<file path="src/pkg/peak_limit_pkg.sv">
// constants shared by the peak and over-limit detector
package peak_limit_pkg;
   // ==========================================
   // widths
   localparam int SAMPLE_W = 24;
   localparam int ADDR_W = 8;
   localparam int DATA_W = 32;
   localparam int WIN_W = 8;

   // ==========================================
   // register word offsets on the register access port
   localparam logic [7:0] OFS_VOLT_PEAK = 8'h00;
   localparam logic [7:0] OFS_CURR_PEAK = 8'h01;
   localparam logic [7:0] OFS_WIN_LEN = 8'h02;
   localparam logic [7:0] OFS_VOLT_LVL = 8'h03;
   localparam logic [7:0] OFS_CURR_LVL = 8'h04;
   localparam logic [7:0] OFS_MEAS_MODE = 8'h05;
   localparam logic [7:0] OFS_EVT_FLAGS = 8'h06;
   localparam logic [7:0] OFS_EVT_ENABLE = 8'h07;
   localparam logic [7:0] OFS_PHASE_FLAGS = 8'h08;

   // ==========================================
   // field positions
   localparam int TAG_LSB = 24;
   localparam int SEL_LSB = 2;
   localparam int BIT_HIGH_CURRENT = 17;
   localparam int BIT_HIGH_VOLTAGE = 18;
   localparam int BIT_CURR_WIN_DONE = 23;
   localparam int BIT_VOLT_WIN_DONE = 24;
   localparam int PH_CURR_LSB = 3;
   localparam int PH_VOLT_LSB = 9;

   // ==========================================
   // reset values
   localparam logic [7:0] RST_WIN_LEN = 8'h00;
   localparam logic [23:0] RST_LEVEL = 24'h5A7540;
   localparam logic [7:0] RST_MEAS_MODE = 8'h00;
   localparam logic [31:0] RST_ENABLE = 32'h0000_0000;
endpackage

</file>
<file path="src/rtl/peak_tracker.sv">
// running maximum of three phase magnitudes with per-window capture
`timescale 1ns/100ps
module peak_tracker #(
   parameter int W = 24
) (
   // clock and reset
   input wire logic core_clk,
   input wire logic rst_b,
   // samples from the filter chain
   input wire logic sample_valid,
   input wire logic [W-1:0] sample_a,
   input wire logic [W-1:0] sample_b,
   input wire logic [W-1:0] sample_c,
   // window control
   input wire logic [2:0] phase_en,
   input wire logic window_end,
   input wire logic restart,
   // captured result
   output logic [W-1:0] peak_value_reg,
   output logic [2:0] peak_tag_reg
);
   // ==========================================
   // magnitudes
   logic [W-1:0] raw [3]; // signed samples per phase
   logic [W-1:0] mag [3]; // absolute values per phase
   assign raw[0] = sample_a;
   assign raw[1] = sample_b;
   assign raw[2] = sample_c;

   // two's complement magnitude; most negative code maps to 2^(W-1) unsigned
   for (genvar g = 0; g < 3; g++) begin : g_abs
      assign mag[g] = raw[g][W-1] ? W'(~raw[g] + 1'b1) : raw[g];
   end

   // ==========================================
   // candidate among enabled phases in this sample
   logic [W-1:0] cand_val; // largest enabled magnitude
   logic [2:0] cand_tag; // its phase, one-hot
   always_comb begin
      cand_val = '0;
      cand_tag = 3'h0;
      for (int i = 0; i < 3; i++) begin
         // strict compare keeps the earlier phase on a tie
         if (phase_en[i] && sample_valid && (cand_tag == 3'h0 || mag[i] > cand_val)) begin
            cand_val = mag[i];
            cand_tag = 3'(1 << i);
         end
      end
   end

   // ==========================================
   // running maximum within the open window
   logic [W-1:0] run_reg; // running maximum
   logic [2:0] run_tag_reg; // phase of running maximum
   wire take_cand = (cand_tag != 3'h0) && (run_tag_reg == 3'h0 || cand_val > run_reg);
   wire [W-1:0] merged_val = take_cand ? cand_val : run_reg;
   wire [2:0] merged_tag = take_cand ? cand_tag : run_tag_reg;

   // running maximum restarts at each window and on counter reset
   always_ff @(posedge core_clk or negedge rst_b) begin
      if (!rst_b) begin
         run_reg <= '0;
         run_tag_reg <= 3'h0;
      end else if (restart || window_end) begin
         run_reg <= '0;
         run_tag_reg <= 3'h0;
      end else if (take_cand) begin
         run_reg <= cand_val;
         run_tag_reg <= cand_tag;
      end
   end

   // result changes only at window end and holds through the next window
   always_ff @(posedge core_clk or negedge rst_b) begin
      if (!rst_b) begin
         peak_value_reg <= '0;
         peak_tag_reg <= 3'h0;
      end else if (window_end && !restart) begin
         peak_value_reg <= merged_val;
         // one phase bit only; an empty window keeps the old tag
         if (merged_tag != 3'h0) begin
            peak_tag_reg <= merged_tag;
         end
      end
   end
endmodule

</file>
<file path="src/rtl/peak_limit_detect.sv">
// peak and over-limit detector for three-phase voltage and current samples
// How it works
// track largest magnitude per channel, 24-bit peak
// window length counts half cycles from crossings
// mode bits 2..4 enable phases A..C
// every enabled phase crossing advances the counter
// peak tag bits 24..26 one-hot phase
// peak and tag update only at window end
// window end sets bit 23, maskable interrupt
// window end sets bit 24, maskable interrupt
// writing one clears flag, releases interrupt
// window-length write with phases selected restarts counter
// over-voltage sets bit 18 and phase bits
// mask bit 18 gates over-voltage interrupt
// clearing bit 18 clears voltage phase bits
// over-current sets bit 17, phase bits, interrupt
// clearing bit 17 clears current phase bits
// unsigned 24-bit limits against magnitudes
// zero limit detects continuously
// 24-bit values carried in 32-bit zero-padded words
// host reads phase flags before acknowledging
// running maximum restarts each window
// simultaneous phases all set their flags
`timescale 1ns/100ps
module peak_limit_detect (
   // clock and reset
   input wire logic core_clk,
   input wire logic rst_b,
   // filtered samples, one strobe per sample period
   input wire logic sample_valid,
   input wire logic [peak_limit_pkg::SAMPLE_W-1:0] volt_a,
   input wire logic [peak_limit_pkg::SAMPLE_W-1:0] volt_b,
   input wire logic [peak_limit_pkg::SAMPLE_W-1:0] volt_c,
   input wire logic [peak_limit_pkg::SAMPLE_W-1:0] curr_a,
   input wire logic [peak_limit_pkg::SAMPLE_W-1:0] curr_b,
   input wire logic [peak_limit_pkg::SAMPLE_W-1:0] curr_c,
   // zero-crossing pulses per phase
   input wire logic zc_a,
   input wire logic zc_b,
   input wire logic zc_c,
   // register access port, one word per access
   input wire logic reg_wr,
   input wire logic reg_rd,
   input wire logic [peak_limit_pkg::ADDR_W-1:0] reg_addr,
   input wire logic [peak_limit_pkg::DATA_W-1:0] reg_wdata,
   output logic [peak_limit_pkg::DATA_W-1:0] reg_rdata,
   // interrupt line, low while an enabled flag is pending
   output logic interrupt_line_second_b
);
   import peak_limit_pkg::*;

   // register map, one word per offset
   //   0x00 voltage peak, read only
   //   0x01 current peak, read only
   //   0x02 window length
   //   0x03 voltage limit
   //   0x04 current limit
   //   0x05 mode
   //   0x06 event flags, write one
   //        to clear
   //   0x07 event enable mask
   //   0x08 phase flags
   //   others read zero
   //
   // event flag bits
   //   17 over-current
   //   18 over-voltage
   //   23 current window closed
   //   24 voltage window closed
   //
   // phase flag bits
   //   5..3 current, phase c..a
   //   11..9 voltage, phase c..a
   //
   // peak record
   //   23..0 magnitude
   //   26..24 one-hot phase
   //   31..27 zero
   //
   // widths
   //   samples 24, two's complement
   //   limits 24, unsigned
   //   window length 8
   //
   // reset values
   //   window length 0
   //   mode 0, mask 0
   //   limits 0x5A7540
   //   flags and peaks 0

   // ==========================================
   // write decode
   // strobes last as long as reg_wr
   // a held flag write clears again
   // unmapped writes vanish
   wire wr_win_len = reg_wr && (reg_addr == OFS_WIN_LEN);
   wire wr_volt_lvl = reg_wr && (reg_addr == OFS_VOLT_LVL);
   wire wr_curr_lvl = reg_wr && (reg_addr == OFS_CURR_LVL);
   wire wr_mode = reg_wr && (reg_addr == OFS_MEAS_MODE);
   wire wr_flags = reg_wr && (reg_addr == OFS_EVT_FLAGS);
   wire wr_enable = reg_wr && (reg_addr == OFS_EVT_ENABLE);

   // ==========================================
   // configuration registers
   logic [WIN_W-1:0] peak_window_length; // half cycles per window
   logic [SAMPLE_W-1:0] voltage_limit_level; // over-voltage threshold
   logic [SAMPLE_W-1:0] current_limit_level; // over-current threshold
   logic [7:0] measurement_mode_reg; // mode bits, phase select in 4..2
   logic [DATA_W-1:0] event_enable_second; // interrupt mask

   // software-written registers; only the low 24 bits of a limit word count
   // peak records have no write path
   // mode bits outside 4..2 are
   // stored but drive nothing
   // limit writes keep 23..0
   always_ff @(posedge core_clk or negedge rst_b) begin
      if (!rst_b) begin
         peak_window_length <= RST_WIN_LEN;
         voltage_limit_level <= RST_LEVEL;
         current_limit_level <= RST_LEVEL;
         measurement_mode_reg <= RST_MEAS_MODE;
         event_enable_second <= RST_ENABLE;
      end else begin
         if (wr_win_len) begin
            peak_window_length <= reg_wdata[WIN_W-1:0];
         end
         if (wr_volt_lvl) begin
            voltage_limit_level <= reg_wdata[SAMPLE_W-1:0];
         end
         if (wr_curr_lvl) begin
            current_limit_level <= reg_wdata[SAMPLE_W-1:0];
         end
         if (wr_mode) begin
            measurement_mode_reg <= reg_wdata[7:0];
         end
         if (wr_enable) begin
            event_enable_second <= reg_wdata;
         end
      end
   end

   // ==========================================
   // half-cycle counter
   // one window for both channels
   // unselected crossings ignored
   // crossings in one cycle each count
   // a select-free length write
   // leaves the count running
   // walk, length two, a and b on:
   //   zc_a edge: count one
   //   zc_b edge: sum two, close
   //   next cycle: records, flags
   // spare top bit: three crossings
   // at a nonzero length never wrap
   // count clears at each close
   wire [2:0] peak_phase_select = measurement_mode_reg[SEL_LSB+2:SEL_LSB];
   wire [2:0] zc_hit = {zc_c, zc_b, zc_a} & peak_phase_select;
   wire [1:0] zc_inc = 2'(zc_hit[0]) + 2'(zc_hit[1]) + 2'(zc_hit[2]);
   logic [WIN_W:0] half_cnt_reg; // half cycles seen in the open window
   wire [WIN_W:0] half_cnt_sum = half_cnt_reg + (WIN_W+1)'(zc_inc);
   // restart when window length is rewritten with any phase selected
   wire restart = wr_win_len && (peak_phase_select != 3'h0);
   // a length of zero never closes a window
   wire window_end = !restart && (zc_inc != 2'h0) && (peak_window_length != '0)
                     && (half_cnt_sum >= {1'b0, peak_window_length});

   // counter clears to zero at each window end and on restart, dropping any excess count
   always_ff @(posedge core_clk or negedge rst_b) begin
      if (!rst_b) begin
         half_cnt_reg <= '0;
      end else if (restart || window_end) begin
         half_cnt_reg <= '0;
      end else begin
         half_cnt_reg <= half_cnt_sum;
      end
   end

   // ==========================================
   // peak capture, one tracker per channel
   // a sample on the closing edge
   // lands in the closing window
   // an empty window reads zero
   // and keeps the old phase tag
   // restart clears the running
   // maximum and loads nothing
   // ties keep the earlier sample, then the lower phase
   // both trackers close together
   logic [SAMPLE_W-1:0] volt_peak_val; // captured voltage peak
   logic [2:0] voltage_peak_phase_tag; // phase of voltage peak
   logic [SAMPLE_W-1:0] curr_peak_val; // captured current peak
   logic [2:0] current_peak_phase_tag; // phase of current peak

   // voltage channel
   peak_tracker #(.W(SAMPLE_W)) u_volt_peak (
      .core_clk(core_clk),
      .rst_b(rst_b),
      .sample_valid(sample_valid),
      .sample_a(volt_a),
      .sample_b(volt_b),
      .sample_c(volt_c),
      .phase_en(peak_phase_select),
      .window_end(window_end),
      .restart(restart),
      .peak_value_reg(volt_peak_val),
      .peak_tag_reg(voltage_peak_phase_tag)
   );

   // current channel
   peak_tracker #(.W(SAMPLE_W)) u_curr_peak (
      .core_clk(core_clk),
      .rst_b(rst_b),
      .sample_valid(sample_valid),
      .sample_a(curr_a),
      .sample_b(curr_b),
      .sample_c(curr_c),
      .phase_en(peak_phase_select),
      .window_end(window_end),
      .restart(restart),
      .peak_value_reg(curr_peak_val),
      .peak_tag_reg(current_peak_phase_tag)
   );

   // tag above the 24-bit value, top bits zero
   wire [DATA_W-1:0] voltage_peak_record = {5'h00, voltage_peak_phase_tag, volt_peak_val};
   wire [DATA_W-1:0] current_peak_record = {5'h00, current_peak_phase_tag, curr_peak_val};

   // ==========================================
   // instantaneous over-limit compare
   // strict compare: a magnitude
   // equal to the limit is quiet
   // the most negative code reads
   // as 2^23, above full scale
   // only sample_valid cycles count
   // a zero limit fires every sample
   // limits compare unsigned
   logic [SAMPLE_W-1:0] vmag [3]; // voltage magnitudes
   logic [SAMPLE_W-1:0] imag [3]; // current magnitudes
   logic [SAMPLE_W-1:0] vraw [3]; // voltage samples
   logic [SAMPLE_W-1:0] iraw [3]; // current samples
   logic [2:0] high_voltage_hit; // phases over voltage limit now
   logic [2:0] high_current_hit; // phases over current limit now
   assign vraw[0] = volt_a;
   assign vraw[1] = volt_b;
   assign vraw[2] = volt_c;
   assign iraw[0] = curr_a;
   assign iraw[1] = curr_b;
   assign iraw[2] = curr_c;

   // every phase is compared on its own, so several may hit together
   for (genvar g = 0; g < 3; g++) begin : g_limit
      assign vmag[g] = vraw[g][SAMPLE_W-1] ? SAMPLE_W'(~vraw[g] + 1'b1) : vraw[g];
      assign imag[g] = iraw[g][SAMPLE_W-1] ? SAMPLE_W'(~iraw[g] + 1'b1) : iraw[g];
      // unsigned compare; only the most negative code exceeds a limit at full scale
      assign high_voltage_hit[g] = sample_valid && ((vmag[g] > voltage_limit_level)
                                   || (voltage_limit_level == '0));
      assign high_current_hit[g] = sample_valid && ((imag[g] > current_limit_level)
                                   || (current_limit_level == '0));
   end

   // ==========================================
   // event flags and phase flags
   // host sequence for an event:
   //   read event flags
   //   read phase flags or record
   //   write the bit back as one
   // a summary clear also clears
   // its three phase bits
   // window flags carry no phase
   // bits; the record tag does
   // other phase bits stay zero
   logic [DATA_W-1:0] event_flags_second; // sticky event flags
   logic [15:0] phase_event_flags; // sticky per-phase flags
   wire [DATA_W-1:0] flag_set = (DATA_W'(window_end) << BIT_CURR_WIN_DONE)
                              | (DATA_W'(window_end) << BIT_VOLT_WIN_DONE)
                              | (DATA_W'(high_current_hit != 3'h0) << BIT_HIGH_CURRENT)
                              | (DATA_W'(high_voltage_hit != 3'h0) << BIT_HIGH_VOLTAGE);
   // write one to clear
   wire [DATA_W-1:0] flag_clr = wr_flags ? reg_wdata : '0;
   wire clr_hv = flag_clr[BIT_HIGH_VOLTAGE];
   wire clr_hc = flag_clr[BIT_HIGH_CURRENT];
   wire [15:0] phase_set = (16'(high_voltage_hit) << PH_VOLT_LSB)
                         | (16'(high_current_hit) << PH_CURR_LSB);
   wire [15:0] phase_clr = (16'({3{clr_hv}}) << PH_VOLT_LSB)
                         | (16'({3{clr_hc}}) << PH_CURR_LSB);

   // new events win over a clear in the same cycle
   always_ff @(posedge core_clk or negedge rst_b) begin
      if (!rst_b) begin
         event_flags_second <= '0;
         phase_event_flags <= '0;
      end else begin

         event_flags_second <= (event_flags_second & ~flag_clr) | flag_set;

         phase_event_flags <= (phase_event_flags & ~phase_clr) | phase_set;
      end
   end

   // ==========================================
   // interrupt line, low with any enabled flag pending
   // no register stage: the line
   // moves with the flags
   // a mask write alone can move it
   // hazard: an enabled zero limit
   // pulls the line low again on
   // each sample after a clear

   assign interrupt_line_second_b = ~|(event_flags_second & event_enable_second);

   // ==========================================
   // read mux
   // narrow registers read
   // zero-extended
   // phase flags use bits 15..0
   logic [DATA_W-1:0] rd_mux; // selected register word
   always_comb begin
      case (reg_addr)
         OFS_VOLT_PEAK: rd_mux = voltage_peak_record;
         OFS_CURR_PEAK: rd_mux = current_peak_record;
         OFS_WIN_LEN: rd_mux = DATA_W'(peak_window_length);
         OFS_VOLT_LVL: rd_mux = DATA_W'(voltage_limit_level);
         OFS_CURR_LVL: rd_mux = DATA_W'(current_limit_level);
         OFS_MEAS_MODE: rd_mux = DATA_W'(measurement_mode_reg);
         OFS_EVT_FLAGS: rd_mux = event_flags_second;
         OFS_EVT_ENABLE: rd_mux = event_enable_second;
         OFS_PHASE_FLAGS: rd_mux = DATA_W'(phase_event_flags);
         default: rd_mux = '0;
      endcase
   end

   // read data registered one cycle after the strobe, held until next read
   // a read beside a write returns
   // the value before the write
   // nothing else moves it
   always_ff @(posedge core_clk or negedge rst_b) begin
      if (!rst_b) begin
         reg_rdata <= '0;
      end else if (reg_rd) begin
         reg_rdata <= rd_mux;
      end
   end
endmodule

</file>
<file path="config.mk">
export PLATFORM = sky130hd
export DESIGN_NAME = peak_limit_detect
export DESIGN_NICKNAME = d
export VERILOG_FILES = /design/src/pkg/peak_limit_pkg.sv /design/src/rtl/peak_tracker.sv /design/src/rtl/peak_limit_detect.sv
export SDC_FILE = /design/constraint.sdc
export NUM_CORES = 1
export LEC_CHECK = 0
export ABC_CLOCK_PERIOD_IN_PS = 22600
export BUFFER_PORTS_ARGS = -buffer_cell sky130_fd_sc_hd__buf_2
export CORE_UTILIZATION = 65
export CTS_CLUSTER_DIAMETER = 200
export CTS_CLUSTER_SIZE = 14
export DETAILED_ROUTE_END_ITERATION = 10
export PLACE_DENSITY = 0.86
export SLEW_MARGIN = 20
export SYNTH_ARGS = -nofsm -noshare
export SYNTH_HDL_FRONTEND = slang
export SYNTH_SLANG_ARGS = --single-unit
</file>
<file path="constraint.sdc">
create_clock -name core_clk -period 22.6 [get_ports core_clk]
set_input_delay 4.52 -clock core_clk [delete_from_list [all_inputs] [get_ports core_clk]]
set_output_delay 4.52 -clock core_clk [all_outputs]
set_load 0.01 [all_outputs]
</file>
==> results.py <==
metrics = {
    "floorplanning": {
        "die_x_um": 195,
        "io_pins": 225,
        "die_area_mm2": 0.0378,
        "core_area_mm2": 0.0365,
        "start_util_pct": 66.0,
        "num_rows": 70,
        "die_h_um": 195,
    },
    "clock_network": {
        "numCtsBuffers": 24,
        "cts_buffer_depth": 3,
        "htreeDepth": 1,
        "clk_pin_slew_ns": 0.07,
        "tritoncts": "yes",
        "clock_latency_ns": 0.54,
        "cts.sinks": 283,
        "clock-root-buffer": "clkbuf_16",
        "hold_buffers": 0,
        "post_cts_resize_count": 0,
        "post_cts_buffers": 0,
    },
    "sta": {
        "fin_skew_ns": 0.0299,
        "timing.final.crit_period_ns": 14.61,
        "rsz0062_at_grt": "false",
        "slew_violations": 0,
        "tns_ns": 0,
        "hold_viol": 0,
        "slew_headroom_pct": 22.3,
        "worstMarginPinSlew_ns": 1.16,
        "period_share_pct": 64.7,
        "fmaxAchievable_mhz": 68.4,
        "setup_viol": 0,
    },
    "route": {
        "vias": 23100,
        "drt-pass1-iter-count": 6,
        "wl_um": 83000,
        "via_per_inst": 6.96,
        "antenna_left": 0,
        "wire_per_inst_um": 25.0,
        "drc": 0,
        "drt_iter0_drc": 2112,
    },
    "run_status": {
        "status": "complete, no violations",
    },
    "logic_synthesis": {
        "synth_edf_count": 0,
        "yosysWarnings": 0,
        "ys_dominant_reg_cell": "dfrtp_1",
        "ys_seq_area_share_pct": 29.5,
        "ys_ff_latch": 283,
        "yosysTopAreaCell": "dfrtp_1",
        "syn_avg_cell_area_um2": 9.01,
        "synth_nets": 3171,
        "syn-instance-count": 2673,
        "synthArstFlopShare_pct": 100,
        "synth_top_area_share_pct": 27.3,
        "ys_top_cells_by_area": "dfrtp_1 (27%), ha_1 (16%), mux2_2 (5.7%), xnor2_1 (4.2%), a21oi_1 (3.9%)",
        "netlist_area_mm2": 0.0241,
        "ys_types": 92,
    },
    "cells_and_area": {
        "drive_gt1_share_pct": 16.5,
        "areaGrowthSynthToFinish_pct": 8.94,
        "n_antenna_cell": 0,
        "final_common_cell": "ha_1",
        "final_cell_mix": "ha_1 (304), dfrtp_1 (263), buf_2 (223)",
        "n_fill_cell": 2780,
        "regArea_mm2": 0.00711,
        "reg_top3": "event_enable_second: 32 flops, event_flags_second: 32 flops, reg_rdata: 32 flops",
        "multi_input_area_mm2": 0.0157,
        "finalNonFillerCells": 3316,
        "fin_nets": 3329,
    },
    "worst_setup_path": {
        "cp.arrival_ns": 15.04,
        "worstSetupPathType": "input pin to flop",
        "end_kind": "flop",
        "cp_slowest_cell": "o31ai_4",
        "crit_path_start_kind": "input pin",
        "cpPeakStageDelay_ns": 0.78,
        "cp.required_ns": 23.02,
        "critPathMaxFanout": 27,
    },
    "pwr": {
        "ir_drop_mv": 0.0520,
        "p_leak_nw": 11.7,
        "powerDensity_mw_per_mm2": 56.1,
    },
    "placed_design": {
        "placedCellCount": 3273,
        "place_congestion": 0.999,
        "port_buffers": 224,
        "post-dp-hpwl_um": 64800,
    },
    "global_route": {
        "grt_pass1_vias": 22800,
        "grt_pass1_wl_um": 128000,
        "antenna_found_initial": 1,
        "grt_usage_pct": 43.4,
        "grt_max_degree": 170,
        "overflow": 0,
    },
    "flow_run": {
        "cap_violations": 0,
    },
    "worst_hold_path": {
        "hp-class": "flop to flop",
    },
}
-- metrics by stage --
step / utilization [%] / cell area (um2) / total power [W] / hold slack, ns / setup slack [ns]
CTS: 71.9 / 26200 / 0.00146 / 0.494 / 8.17
global route: 71.9 / 26200 / 0.00154 / 0.520 / 7.38
finish: 71.9 / 26200 / 0.00147 / 0.494 / 7.99
detailed placement: 69.9 / 25500 / 0.00107 / 0.477 / 7.68
global placement: 69.9 / 25500 / 0.00105 / 0.466 / 8.04
floorplan: - / 24100 / 0.000894 / 0.449 / 9.72
-- area by class of cell --
cell class              count  area share, %
well taps                 468           2.23
clock buffers              42           2.63
flip-flops and latches    283           27.1
clock inverters             1         0.0620
multi-input cells        2057           59.8
repair buffers            250           5.10
inverters                 215           3.07
-- cell usage after synthesis (34+ instances only) --
cell type	number
a21boi_0	34
a21o_1	51
a21oi_1	190
a22o_1	52
a22oi_1	58
clkbuf_1	89
dfrtp_1	263
ha_1	304
inv_1	215
mux2_2	123
nand2_1	203
nand3_1	39
nand4_1	66
nor2_1	120
nor3_1	39
o21ai_0	98
o22ai_1	62
o31ai_1	48
xnor2_1	115
-- logic make-up (layout without fill, tap and decap cells) --
group | after synthesis | in the layout | synth area share [%]
AOI/OAI and AO/OA | 790 | 790 | 22.6
muxes | 153 | 153 | 7.13
xor gates and xnor gates | 133 | 133 | 4.83
adders and majority gates | 306 | 306 | 16.0
buffers and inverters | 333 | 508 | 5.56
and+or+nand+nor | 675 | 675 | 14.4
DFF | 283 | 283 | 29.5
-- power breakdown --
part	total (W)	internal (W)	switching [W]	leakage, nW
Sequential	0.000614	0.000557	0.0000570	3.77
Clock	0.000395	0.000207	0.000188	0.335
Combinational	0.000464	0.000185	0.000278	7.62
-- worst max-delay path: cells and delay by family --
| kind | cells | cell delay [ns] |
|---|---|---|
| xor+xnor | 1 | 0.24 |
| simple gates | 11 | 4.04 |
| fa+ha+maj | 3 | 1.12 |
| compound gates | 12 | 4.12 |
| buf+inv | 4 | 0.97 |
-- routing by layer --
metal	up-vias	wire length, um	GRT usage, %
met3	348	7860	7.86
li1	10300	-	-
met1	11100	30800	53.1
met4	0	6080	27.4
met2	1360	38300	70.9
met5	-	0	0
-- worst paths after layout --
path	from	cells after the start	slack [ns]	to
setup / recovery	volt_a[4]	31	7.99	u_volt_peak.peak_value_reg[4]$_DFFE_PN0P_
hold / removal	u_volt_peak.run_reg[15]$_DFF_PN0_	2	0.49	u_volt_peak.run_reg[15]$_DFF_PN0_
setup reg to reg	measurement_mode_reg[2]$_DFFE_PN0P_	29	12.51	u_volt_peak.peak_value_reg[4]$_DFFE_PN0P_
hold reg to reg	u_volt_peak.run_reg[15]$_DFF_PN0_	2	0.49	u_volt_peak.run_reg[15]$_DFF_PN0_
max in group asynchronous	rst_b	2	17.06	u_volt_peak.peak_value_reg[9]$_DFFE_PN0P_
min in group asynchronous	rst_b	1	4.07	half_cnt_reg[4]$_DFF_PN0_
No activity file was read; power rests on OpenSTA's default activity.
